## src/verilog/uhis_regs.vh

```
// register offsets, field positions and reset values of the event status block
`ifndef UHIS_REGS_VH
`define UHIS_REGS_VH

// register byte offsets
`define UHIS_ADDR_W            8
`define UHIS_OFF_CONTROL       8'h04
`define UHIS_OFF_CMD_STATUS    8'h08
`define UHIS_OFF_EVT_STATUS    8'h0c
`define UHIS_OFF_EVT_ENABLE    8'h10
`define UHIS_OFF_EVT_DISABLE   8'h14
`define UHIS_OFF_EVT_CLEAR     8'h18

// event status / enable field positions
`define UHIS_BIT_RESERVED_TOP  31
`define UHIS_BIT_GLOBAL_EN     31
`define UHIS_BIT_OWNER_CHG     30
`define UHIS_BIT_HUB_CHG       6
`define UHIS_BIT_FRAME_WRAP    5
`define UHIS_BIT_FATAL_ERR     4
`define UHIS_BIT_RESUME        3
`define UHIS_BIT_FRAME_START   2
`define UHIS_BIT_DONE_LIST     1
`define UHIS_BIT_SCHED_OVR     0

// control and command status field positions
`define UHIS_BIT_ROUTE_SEL     8
`define UHIS_BIT_OWNER_REQ     3

// frame number bit whose toggle marks a frame count wrap
`define UHIS_FRAME_NUM_W       16
`define UHIS_FRAME_WRAP_SRC    15

// root hub register widths and number of downstream ports
`define UHIS_HUB_REG_W         32
`define UHIS_HUB_PORTS         2

// implemented bits and reset values
`define UHIS_STATUS_MASK       32'h4000_007f
`define UHIS_ENABLE_MASK       32'hc000_007f
`define UHIS_STATUS_RESET      32'h0000_0000
`define UHIS_ENABLE_RESET      32'h0000_0000
`define UHIS_CONTROL_RESET     1'h0
`define UHIS_OWNER_REQ_RESET   1'h0

// size of the shared memory area used for done list exchange
`define UHIS_SHARED_AREA_BYTES 256

`endif

```

## src/verilog/uhis_change_det.v

```verilog
// change detector: one-cycle pulse whenever a watched value changes
`timescale 1ns/1ps

module uhis_change_det #(
    parameter W = 32
) (
    // clock and reset
    input  wire         i_sys_clk,
    input  wire         i_rst,
    // watched value, same clock domain
    input  wire [W-1:0] i_value,
    // change pulse
    output reg          o_changed
);

reg [W-1:0] prev_reg;
reg         armed_reg;

////////////////////////////////////////////////////////////////////////////
// the first sample after reset only loads the history; comparing against
// the reset value would report a change that never happened
always @(posedge i_sys_clk) begin
    if (i_rst) begin
        prev_reg  <= {W{1'b0}};
        armed_reg <= 1'b0;
        o_changed <= 1'b0;
    end else begin
        prev_reg  <= i_value;
        armed_reg <= 1'b1;
        o_changed <= armed_reg & (i_value != prev_reg);
    end
end

endmodule // uhis_change_det

```

## src/verilog/uhis_event_status.v

```verilog
// host controller event status flags, enables and interrupt routing
//
// Strobed register access is this design's own decision.
`timescale 1ns/1ps
`include "uhis_regs.vh"

module uhis_event_status (
    // clock and reset
    input  wire        i_sys_clk,
    input  wire        i_rst,
    // register port
    input  wire [7:0]  i_addr,
    input  wire [31:0] i_wr_data,
    input  wire        i_wr_stb,
    input  wire        i_rd_stb,
    output reg  [31:0] o_rd_data,
    // root hub and frame counter state, same clock domain
    input  wire [31:0] i_hub_status,
    input  wire [31:0] i_hub_port1_status,
    input  wire [31:0] i_hub_port2_status,
    input  wire [15:0] i_frame_number,
    // one-cycle event pulses from the controller core
    input  wire        i_fatal_error,
    input  wire        i_resume_seen,
    input  wire        i_frame_start,
    input  wire        i_done_written,
    input  wire        i_sched_overrun,
    // interrupt outputs, active high levels
    output reg         o_usb_irq,
    output reg         o_mgmt_irq,
    // owner change request level to the ownership logic
    output reg         o_owner_change_request
);

////////////////////////////////////////////////////////////////////////////
// decode helpers

// keeps only the bits that a register really implements
function [31:0] field_mask;
    input [31:0] data;
    input [31:0] mask;
    begin
        field_mask = data & mask;
    end
endfunction

// write strobe hit on one register offset
function wr_hit;
    input [7:0] off;
    begin
        wr_hit = i_wr_stb & (i_addr == off);
    end
endfunction

////////////////////////////////////////////////////////////////////////////
// state

reg  [31:0] status_reg;
reg  [31:0] status_next;
reg  [31:0] enable_reg;
reg  [31:0] enable_next;
reg         route_sel_reg;
reg         route_sel_next;
reg         owner_req_next;
reg  [31:0] rd_next;
reg  [31:0] evt_vec;
reg  [31:0] clr_vec;
reg  [31:0] pend_vec;
reg         usb_irq_next;
reg         mgmt_irq_next;

// the hub itself plus each downstream port has one watched status word
localparam HUB_REGS = `UHIS_HUB_PORTS + 1;
localparam HUB_W    = `UHIS_HUB_REG_W;

wire [HUB_REGS*HUB_W-1:0] hub_regs_w;
wire [HUB_REGS-1:0]       hub_changed_w;
wire                      frame_wrap_w;
wire                      owner_req_wr_w;

////////////////////////////////////////////////////////////////////////////
// change detectors on the root hub registers and the frame counter

// status of the hub itself and of ports 1 and 2, one slice each
assign hub_regs_w = {i_hub_port2_status, i_hub_port1_status, i_hub_status};

// one detector per watched word, so a change in any of them is caught
genvar gi;
generate
    for (gi = 0; gi < HUB_REGS; gi = gi + 1) begin : g_hub_det
        uhis_change_det #(
            .W (HUB_W)
        ) u_det (
            .i_sys_clk (i_sys_clk),
            .i_rst     (i_rst),
            .i_value   (hub_regs_w[gi*HUB_W +: HUB_W]),
            .o_changed (hub_changed_w[gi])
        );
    end
endgenerate

// only the top frame bit is watched; both edges count as a wrap
// because the counter crosses it once going up and once on roll-over
uhis_change_det #(
    .W (1)
) u_frame_det (
    .i_sys_clk (i_sys_clk),
    .i_rst     (i_rst),
    .i_value   (i_frame_number[`UHIS_FRAME_WRAP_SRC]),
    .o_changed (frame_wrap_w)
);

////////////////////////////////////////////////////////////////////////////
// owner change request written by the driver

// a write of one to the request bit is what starts an ownership change
assign owner_req_wr_w = wr_hit(`UHIS_OFF_CMD_STATUS) &
                        i_wr_data[`UHIS_BIT_OWNER_REQ];

////////////////////////////////////////////////////////////////////////////
// event vector: one bit per event kind; the three hub words share bit 6 and the owner change bit comes from a driver write

// the core pulses are taken on the edge that samples them; hub and frame wrap
// changes come one cycle late, through their change detectors
always @* begin
    evt_vec = 32'h0000_0000;
    evt_vec[`UHIS_BIT_OWNER_CHG]   = owner_req_wr_w;
    evt_vec[`UHIS_BIT_HUB_CHG]     = |hub_changed_w;
    evt_vec[`UHIS_BIT_FRAME_WRAP]  = frame_wrap_w;
    evt_vec[`UHIS_BIT_FATAL_ERR]   = i_fatal_error;
    evt_vec[`UHIS_BIT_RESUME]      = i_resume_seen;
    evt_vec[`UHIS_BIT_FRAME_START] = i_frame_start;
    // pulse comes once the done head sits in the shared area slot
    evt_vec[`UHIS_BIT_DONE_LIST]   = i_done_written;
    evt_vec[`UHIS_BIT_SCHED_OVR]   = i_sched_overrun;
end

////////////////////////////////////////////////////////////////////////////
// software clears: a zero written to the status register or a one
// written to the clear register drops a flag; the clear register spares
// a handler the read-modify-write that could wipe a flag set meanwhile

always @* begin
    clr_vec = 32'h0000_0000;
    if (wr_hit(`UHIS_OFF_EVT_STATUS)) begin
        clr_vec = field_mask(~i_wr_data, `UHIS_STATUS_MASK);
    end else if (wr_hit(`UHIS_OFF_EVT_CLEAR)) begin
        clr_vec = field_mask(i_wr_data, `UHIS_STATUS_MASK);
    end
end

////////////////////////////////////////////////////////////////////////////
// next status: flags are sticky, the set term is or-ed in after the
// clear so an event in the clearing cycle survives

always @* begin
    status_next = (status_reg & ~clr_vec) | evt_vec;
    // bit 31 and bits 29..7 never hold a value, so they read as zero
    status_next = field_mask(status_next, `UHIS_STATUS_MASK);
end

////////////////////////////////////////////////////////////////////////////
// enable register: write one to set, write one to the disable view to
// drop; the global enable sits in bit 31 of the same register
// reserved enable bits are never stored and read back as zero

always @* begin
    enable_next = enable_reg;
    if (wr_hit(`UHIS_OFF_EVT_ENABLE)) begin
        enable_next = enable_reg |
                      field_mask(i_wr_data, `UHIS_ENABLE_MASK);
    end else if (wr_hit(`UHIS_OFF_EVT_DISABLE)) begin
        enable_next = enable_reg &
                      ~field_mask(i_wr_data, `UHIS_ENABLE_MASK);
    end
end

////////////////////////////////////////////////////////////////////////////
// route select and owner change request bits

always @* begin
    route_sel_next = route_sel_reg;
    if (wr_hit(`UHIS_OFF_CONTROL)) begin
        route_sel_next = i_wr_data[`UHIS_BIT_ROUTE_SEL];
    end
end

// the request stays visible until its flag has been handled and cleared
// it tracks flag 30 exactly, so the two can never disagree
always @* begin
    owner_req_next = o_owner_change_request;
    if (owner_req_wr_w) begin
        owner_req_next = 1'b1;
    end else if (~status_next[`UHIS_BIT_OWNER_CHG]) begin
        owner_req_next = 1'b0;
    end
end

////////////////////////////////////////////////////////////////////////////
// interrupt routing, computed from next values so the line rises on
// the same edge as the flag that causes it
// the global enable gates both lines; the single enables only pick
// which flags may count towards them

always @* begin
    pend_vec = status_next & enable_next;
    pend_vec[`UHIS_BIT_GLOBAL_EN] = 1'b0;
    usb_irq_next  = 1'b0;
    mgmt_irq_next = 1'b0;
    if (enable_next[`UHIS_BIT_GLOBAL_EN]) begin
        // ownership change always goes to the management line at once
        mgmt_irq_next = pend_vec[`UHIS_BIT_OWNER_CHG];
        pend_vec[`UHIS_BIT_OWNER_CHG] = 1'b0;
        if (route_sel_next) begin
            mgmt_irq_next = mgmt_irq_next | (|pend_vec);
        end else begin
            usb_irq_next = |pend_vec;
        end
    end
end

////////////////////////////////////////////////////////////////////////////
// read mux; unmapped offsets and the clear register read zero
// the disable view returns the enables too; no read has a side effect

always @* begin
    case (i_addr)
        `UHIS_OFF_CONTROL: begin
            rd_next = 32'h0000_0000;
            rd_next[`UHIS_BIT_ROUTE_SEL] = route_sel_reg;
        end
        `UHIS_OFF_CMD_STATUS: begin
            rd_next = 32'h0000_0000;
            rd_next[`UHIS_BIT_OWNER_REQ] = o_owner_change_request;
        end
        `UHIS_OFF_EVT_STATUS: begin
            rd_next = field_mask(status_reg, `UHIS_STATUS_MASK);
        end
        `UHIS_OFF_EVT_ENABLE: begin
            rd_next = enable_reg;
        end
        `UHIS_OFF_EVT_DISABLE: begin
            rd_next = enable_reg;
        end
        default: begin
            rd_next = 32'h0000_0000;
        end
    endcase
end

////////////////////////////////////////////////////////////////////////////
// control and flag registers; the driver must save the shared done head
// before it clears the done flag, the hardware has no way to check that
// ordering

always @(posedge i_sys_clk) begin
    if (i_rst) begin
        status_reg    <= `UHIS_STATUS_RESET;
        enable_reg    <= `UHIS_ENABLE_RESET;
        route_sel_reg <= `UHIS_CONTROL_RESET;
    end else begin
        status_reg    <= status_next;
        enable_reg    <= enable_next;
        route_sel_reg <= route_sel_next;
    end
end

// outputs straight from flip-flops; the interrupt lines take the next
// values so they never lag the flag that raised them by a cycle
always @(posedge i_sys_clk) begin
    if (i_rst) begin
        o_owner_change_request <= `UHIS_OWNER_REQ_RESET;
        o_usb_irq              <= 1'b0;
        o_mgmt_irq             <= 1'b0;
        o_rd_data              <= 32'h0000_0000;
    end else begin
        o_owner_change_request <= owner_req_next;
        o_usb_irq              <= usb_irq_next;
        o_mgmt_irq             <= mgmt_irq_next;
        // read data stand only in the cycle after the strobe; zero
        // elsewhere lets several slaves share one or-ed read bus
        o_rd_data              <= i_rd_stb ? rd_next : 32'h0000_0000;
    end
end

endmodule // uhis_event_status

```

## config.mk

```make
export PLATFORM = sky130hd
export DESIGN_NAME = uhis_event_status
export DESIGN_NICKNAME = d
export VERILOG_FILES = /design/src/verilog/uhis_change_det.v /design/src/verilog/uhis_event_status.v
export VERILOG_INCLUDE_DIRS = /design/src /design/src/verilog
export SDC_FILE = /design/constraint.sdc
export NUM_CORES = 1
export LEC_CHECK = 0
export ABC_AREA = 1
export BUFFER_PORTS_ARGS = -buffer_cell sky130_fd_sc_hd__buf_2
export CAP_MARGIN = 10
export CORE_MARGIN = 1
export CORE_UTILIZATION = 30
export DETAILED_ROUTE_END_ITERATION = 6
export GPL_TIMING_DRIVEN = 0
export HOLD_SLACK_MARGIN = 0.06
export MAX_ROUTING_LAYER = met4
export SKIP_CTS_REPAIR_TIMING = 1
export SYNTH_ARGS = -nofsm -noshare
export SYNTH_HDL_FRONTEND = slang
export SYNTH_SLANG_ARGS = --single-unit
```

## constraint.sdc

```tcl
create_clock -name i_sys_clk -period 1.3 [get_ports i_sys_clk]
set_input_delay 0.13 -clock i_sys_clk [delete_from_list [all_inputs] [get_ports i_sys_clk]]
set_output_delay 0.13 -clock i_sys_clk [all_outputs]
set_load 0.05 [all_outputs]
```

==> results.txt, run 1 <==
----------------------------------------------------
[Synthesis]
  Cell count after synthesis ... 718
  Cell taking the most area after synthesis ... sky130_fd_sc_hd__dfxtp_1
  Dominant synthesized flop cell ... sky130_fd_sc_hd__dfxtp_1
  Fraction of post-synthesis cell area in the top cell type by area ... 46.7%
  Sequential cell area fraction in the yosys report ... 46.7%
  Count of state elements after synthesis ... 133
  List of most frequent post-synthesis cells ... sky130_fd_sc_hd__dfxtp_1, sky130_fd_sc_hd__inv_1, sky130_fd_sc_hd__nor2_1
  Synth cell types ... 42
  Share of flip-flops with an asynchronous set or reset ... 0%
  Number of enable flip-flop cells after synthesis ... 0
  Synthesized area ... 5700 um2
  Mean post-synth cell area ... 7.94 um2
  Yosys warnings ... 0
  Count leader, synth ... sky130_fd_sc_hd__dfxtp_1
  Leading cell types by total area after synthesis ... sky130_fd_sc_hd__dfxtp_1, sky130_fd_sc_hd__xor2_1, sky130_fd_sc_hd__inv_1

[Global routing]
  Wire length of the first global-routing pass ... 20500 um
  Global-route usage over all layers ... 14.0%
  Antenna violations before repair ... 0
  Residual overflow from global routing ... 0
  Maximum number of pins on one net before global-route repair ... 17
  Number of global-route vias before repair ... 4230

[Critical path]
  Required time at the endpoint of the critical path ... 1.59 ns
  Worst R2R Setup Slack ... -0.10 ns
  Crit-path slowest cell ... sky130_fd_sc_hd__nor4_2
  Crit path arrival time ... 1.70 ns
  Element type at the critical path end ... flip-flop
  Type of origin of the critical path ... flip-flop
  Stage delay of the slowest cell on the critical path ... 0.33 ns
  Worst setup path category ... reg -> reg
  Reg2Reg Launch Point ... g_hub_det[1].u_det.prev_reg[1]
  Peak fanout along the critical path ... 1
  Worst r2r dst ... g_hub_det[1].u_det.o_changed
  Number of cell instances on the worst register-to-register path ... 5
  List of cells traversed by the critical path ... xor2_1 -> nor4_2 -> nand4_1 -> nor3_4 -> nor2_1

[Timing]
  Total negative slack ... -0.126 ns
  Part of the cycle the worst path needs ... 108%
  Setup repair after global routing missed its margin ... true
  Setup Viol. Count Final ... 2
  Skew final ... 0.0115 ns
  Worst Hold Margin ... 0.0558 ns
  Max Fclk ... 712 MHz
  Hold Fails Final Rpt ... 0
  Slew Limit Headroom ... 55.0%
  Final setup margin ... -0.105 ns
  Worst-Margin Slew ... 0.675 ns
  Max-slew violations ... 0
  Fin crit period ... 1.40 ns

[CTS]
  Number of buffers on the longest clock path ... 2
  CTS tree ... done
  Number of clock buffers inserted by TritonCTS ... 17
  Total number of H-tree levels ... 4
  Clock sinks ... 133
  Register clock-pin slew on the reported worst setup and hold paths ... 0.06 ns
  Root buffer cell ... sky130_fd_sc_hd__clkbuf_16
  Clock network latency to the later pin of the worst-skew pair ... 0.41 ns

[Detailed routing]
  Drt first pass iters ... 4
  Routed via count divided by cell count ... 4.16
  Routed wirelength normalized by instance count ... 11.3 um
  Detailed-route wire length ... 14100 um
  Detail Route Antenna Nets ... 0
  Total number of vias ... 5212
  Iteration-0 DRC Markers ... 220
  Total DRC errors in the routed layout ... 0

[Die]
  Count of standard-cell rows ... 50
  Core area ... 18600 um2
  Initial standard-cell utilization of the core ... 30.6%
  Boundary pin count ... 196
  Height of the die ... 140 um
  Die extent in x ... 140 um
  Die area ... 19600 um2

[Worst hold path]
  Hold Startpoint ... i_wr_data[8]
  Hold Path End ... o_usb_irq
  Hold Path Depth ... 3
  HP Class ... in -> reg

[Power and ir drop]
  Ratio of total power to cell area ... 1230 nW/um2
  Leak Pwr ... 0.00430 uW
  Maximum vdd ir drop ... 0.819 mV

[Place]
  Number of instances in the placed design ... 1108
  Final estimated routing congestion in global placement ... 0.806
  Post-detailed-placement cell area ... 6750 um2
  Port Buffer Count ... 135
  Half-perimeter wire length after placement ... 9710 um

[Status]
  Violations in the final reports ... negative setup slack
  Result of the run ... complete, but fails checks

[Cells and area]
  Flip-flop count of the largest register after layout ... 96
  Count of placed standard cells in the final layout, fillers left out ... 1252
  Fin nets ... 1169
  Antenna diodes ... 0
  Fraction of layout instances using a drive strength above 1 ... 22.5%
  Final standard cell area without fillers ... 8560 um2
  Area growth from synthesis to final layout ... 50.2%
  Final design utilization ... 45.9%

[Job]
  Number of max-capacitance violations reported ... 0

----------------------------------------------------
worst max-delay path by stage:
stage	slack, ns	start	depth (start not counted)	end
2_1_floorplan	0.03	i_addr[4]	13	o_mgmt_irq
3_3_place_gp	-0.69	i_addr[4]	9	o_rd_data[30]
3_5_place_dp	-0.70	i_addr[4]	9	o_rd_data[30]
4_1_cts	-0.38	g_hub_det[1].u_det.prev_reg[1]	5	g_hub_det[1].u_det.o_changed
5_1_grt	-0.18	g_hub_det[1].u_det.prev_reg[1]	5	g_hub_det[1].u_det.o_changed
6_report	-0.10	g_hub_det[1].u_det.prev_reg[1]	5	g_hub_det[1].u_det.o_changed
stage by stage:
stage,setup slack [ns],power [uW]
finish,-0.105,10500
global route,-0.178,11000
CTS,-0.382,10400
detailed placement,-0.695,5480
global placement,-0.690,5460
floorplan,0.0265,5100
layout make-up:
type                       count  area (um2)
fill                        1856       10100
sequential                   133        2660
multi-input combinational    439        2450
timing repair buffer         250        1820
clock buffer                  25         495
inverter                     128         484
tap                          234         293
buffer                        39         263
clock inverter                 4        95.1
layer usage:
layer / up-vias / global-route usage (%) / wire, um
met5: - / - / 0
met4: 0 / 4.45 / 85
met3: 7 / 4.54 / 694
met2: 138 / 21.7 / 6720
met1: 2338 / 17.1 / 6600
li1: 2729 / - / -
where the power goes:
group / internal, uW / switching (uW)
Combinational: 657 / 668
Clock: 3190 / 1680
Sequential: 4270 / 77.0
layout by cell type (no fill, tap or decap), types with 7 or more instances in the layout:
master,instances
sky130_fd_sc_hd__nand3_1,18
sky130_fd_sc_hd__inv_1,126
sky130_fd_sc_hd__buf_2,136
sky130_fd_sc_hd__nand4_1,16
sky130_fd_sc_hd__xnor2_1,15
sky130_fd_sc_hd__nor2_1,124
sky130_fd_sc_hd__o22ai_1,7
sky130_fd_sc_hd__a21oi_1,22
sky130_fd_sc_hd__nor4_1,10
sky130_fd_sc_hd__dfxtp_1,133
sky130_fd_sc_hd__buf_1,9
sky130_fd_sc_hd__or2_2,9
sky130_fd_sc_hd__conb_1,22
sky130_fd_sc_hd__nand2_1,95
sky130_fd_sc_hd__xor2_1,57
sky130_fd_sc_hd__clkbuf_16,17
sky130_fd_sc_hd__dlygate4sd3_1,112
sky130_fd_sc_hd__buf_4,25
critical path: cells and delay by family, from the launching register on:
| family | cells | cell delay, ns |
|---|---|---|
| AND/OR/NAND/NOR | 4 | 0.82 |
| flip-flops | 1 | 0.31 |
| XOR/XNOR | 1 | 0.17 |
kinds of logic (layout without fill, tap and decap cells):
logic type / Yosys count / in the layout / share of synthesized area, %
DFF: 133 / 133 / 46.7
xor gates and xnor gates: 72 / 72 / 11.1
other: 1 / 22 / 0.0658
AOI/OAI and AO/OA: 46 / 46 / 5.09
and+or+nand+nor: 299 / 299 / 24.1
buffers and inverters: 167 / 446 / 13.0
(Power assumes the default switching activity.)
==> run 2: changes to the inputs <==
--- a/config.mk
+++ b/config.mk
@@ -13,7 +13,7 @@
 export CORE_UTILIZATION = 30
 export DETAILED_ROUTE_END_ITERATION = 6
 export GPL_TIMING_DRIVEN = 0
-export HOLD_SLACK_MARGIN = 0.06
+export HOLD_SLACK_MARGIN = 0.12
 export MAX_ROUTING_LAYER = met4
 export SKIP_CTS_REPAIR_TIMING = 1
 export SYNTH_ARGS = -nofsm -noshare
==> results.txt, run 2 (same netlist as run 1, synthesis figures left out) <==
----------------------------------------------------
[Status]
  Result of the run ... complete, but fails checks
  Violations in the final reports ... negative setup slack

[Detailed routing]
  Iteration-0 DRC Markers ... 208
  Drt first pass iters ... 4
  Total DRC errors in the routed layout ... 0
  Detail Route Antenna Nets ... 0
  Routed via count divided by cell count ... 4.17
  Detailed-route wire length ... 14300 um
  Routed wirelength normalized by instance count ... 11.3 um
  Total number of vias ... 5236

[Cells and area]
  Most frequent cells in the layout ... sky130_fd_sc_hd__buf_2, sky130_fd_sc_hd__dfxtp_1, sky130_fd_sc_hd__inv_1
  Fin nets ... 1174
  Number of fill cells ... 1853
  Fraction of layout instances using a drive strength above 1 ... 22.4%
  Flip-flop count of the largest register after layout ... 96
  Most common cell after layout, fill and taps aside ... sky130_fd_sc_hd__buf_2
  Antenna diodes ... 0
  Area growth from synthesis to final layout ... 51.1%
  Count of placed standard cells in the final layout, fillers left out ... 1257

[CTS]
  Number of buffers on the longest clock path ... 2
  Clock sinks ... 133
  Clock network latency to the later pin of the worst-skew pair ... 0.41 ns
  Register clock-pin slew on the reported worst setup and hold paths ... 0.05 ns
  Number of clock buffers inserted by TritonCTS ... 17
  Root buffer cell ... sky130_fd_sc_hd__clkbuf_16
  Total number of H-tree levels ... 4
  CTS tree ... done

[Power and ir drop]
  Maximum vdd ir drop ... 0.820 mV
  Ratio of total power to cell area ... 1220 nW/um2
  Total chip power ... 10600 uW
  Leak Pwr ... 0.00432 uW

[Timing]
  Skew final ... 0.0137 ns
  Part of the cycle the worst path needs ... 109%
  Hold Fails Final Rpt ... 0
  Setup repair after global routing missed its margin ... true
  Final setup margin ... -0.113 ns
  Max Fclk ... 708 MHz
  Slew Limit Headroom ... 55.2%
  Setup Viol. Count Final ... 2
  Fin crit period ... 1.41 ns
  Worst-Margin Slew ... 0.672 ns
  Max-slew violations ... 0

[Critical path]
  Crit path arrival time ... 1.70 ns
  Element type at the critical path end ... flip-flop
  Type of origin of the critical path ... flip-flop
  Peak fanout along the critical path ... 1
  Family with the most delay on the worst path ... simple AND/OR/NAND/NOR gates
  Worst setup path category ... reg -> reg
  Stage delay of the slowest cell on the critical path ... 0.33 ns
  Required time at the endpoint of the critical path ... 1.59 ns
  Worst path buffer plus inverter count ... 0
  Crit-path slowest cell ... sky130_fd_sc_hd__nor4_2
  List of cells traversed by the critical path ... xor2_1 -> nor4_2 -> nand4_1 -> nor3_4 -> nor2_1

[Die]
  Die extent in x ... 140 um
  Initial standard-cell utilization of the core ... 30.6%
  Count of standard-cell rows ... 50
  Core area ... 18600 um2
  Boundary pin count ... 196
  Die area ... 19600 um2
  Height of the die ... 140 um

[Place]
  Port Buffer Count ... 135
  Half-perimeter wire length after placement ... 9710 um
  Final estimated routing congestion in global placement ... 0.806
  Number of instances in the placed design ... 1108

[Global routing]
  Maximum number of pins on one net before global-route repair ... 17
  Wire length of the first global-routing pass ... 20500 um
  Residual overflow from global routing ... 0
  Antenna violations before repair ... 0
  Number of global-route vias before repair ... 4230
  Global-route usage over all layers ... 14.0%

[Job]
  Number of max-capacitance violations reported ... 0

[Worst hold path]
  HP Class ... in -> reg

----------------------------------------------------
run 2: cell count changes in the layout (fill, tap and decap cells not counted), sizes merged:
cell	change
dlygate4sd3	+5
run 2: final timing paths:
kind	to	slack, ns	start	cells past startpoint
worst max-delay path	g_hub_det[1].u_det.o_changed	-0.11	g_hub_det[1].u_det.prev_reg[1]	5
worst max register to register	g_hub_det[1].u_det.o_changed	-0.11	g_hub_det[1].u_det.prev_reg[1]	5
worst min-delay path	status_reg[5]	0.09	i_wr_data[5]	4
worst min register to register	o_rd_data[8]	0.45	route_sel_reg	2
run 2: per-stage QoR:
step | setup WS, ns | setup TNS, ns | hold slack [ns] | util [%] | cell area, um2
after floorplan | 0.0265 | 0 | 0.237 | - | 5780
after global placement | -0.690 | -25.69 | 0.354 | 36.2 | 6750
after detailed placement | -0.695 | -26.07 | 0.362 | 36.2 | 6750
after CTS | -0.382 | -3.83 | -0.0793 | 39.4 | 7340
after global routing | -0.178 | -0.337 | 0.123 | 46.2 | 8610
final | -0.113 | -0.135 | 0.0897 | 46.2 | 8610
run 2: where the power goes:
part	internal [uW]	leakage, uW	switching, uW
Sequential	4270	0.00110	77.4
Combinational	666	0.00293	672
Clock	3190	0.000289	1680
Total	8120	0.00432	2430
run 2: cell type report:
cell class	instances	area, um2	area share [%]
flip-flops and latches	133	2660	30.9
multi-input cells	439	2450	28.5
repair buffers	255	1870	21.7
clock buffers	25	495	5.75
inverters	128	484	5.62
well taps	234	293	3.40
plain buffers	39	263	3.05
clock inverters	4	95.1	1.10
run 2: routing by layer:
metal / vias to the layer above / wire (um) / GRT usage, %
met4: 0 / 90 / 4.45
met2: 116 / 6840 / 21.7
li1: 2734 / - / -
met3: 7 / 526 / 4.54
met5: - / 0 / -
met1: 2379 / 6800 / 17.1
run 2: worst register-to-register path, cell delays in order, from the launching register on:
cell,delay (ns)
sky130_fd_sc_hd__dfxtp_1,0.31
sky130_fd_sc_hd__xor2_1,0.17
sky130_fd_sc_hd__nor4_2,0.34
sky130_fd_sc_hd__nand4_1,0.22
sky130_fd_sc_hd__nor3_4,0.21
sky130_fd_sc_hd__nor2_1,0.06
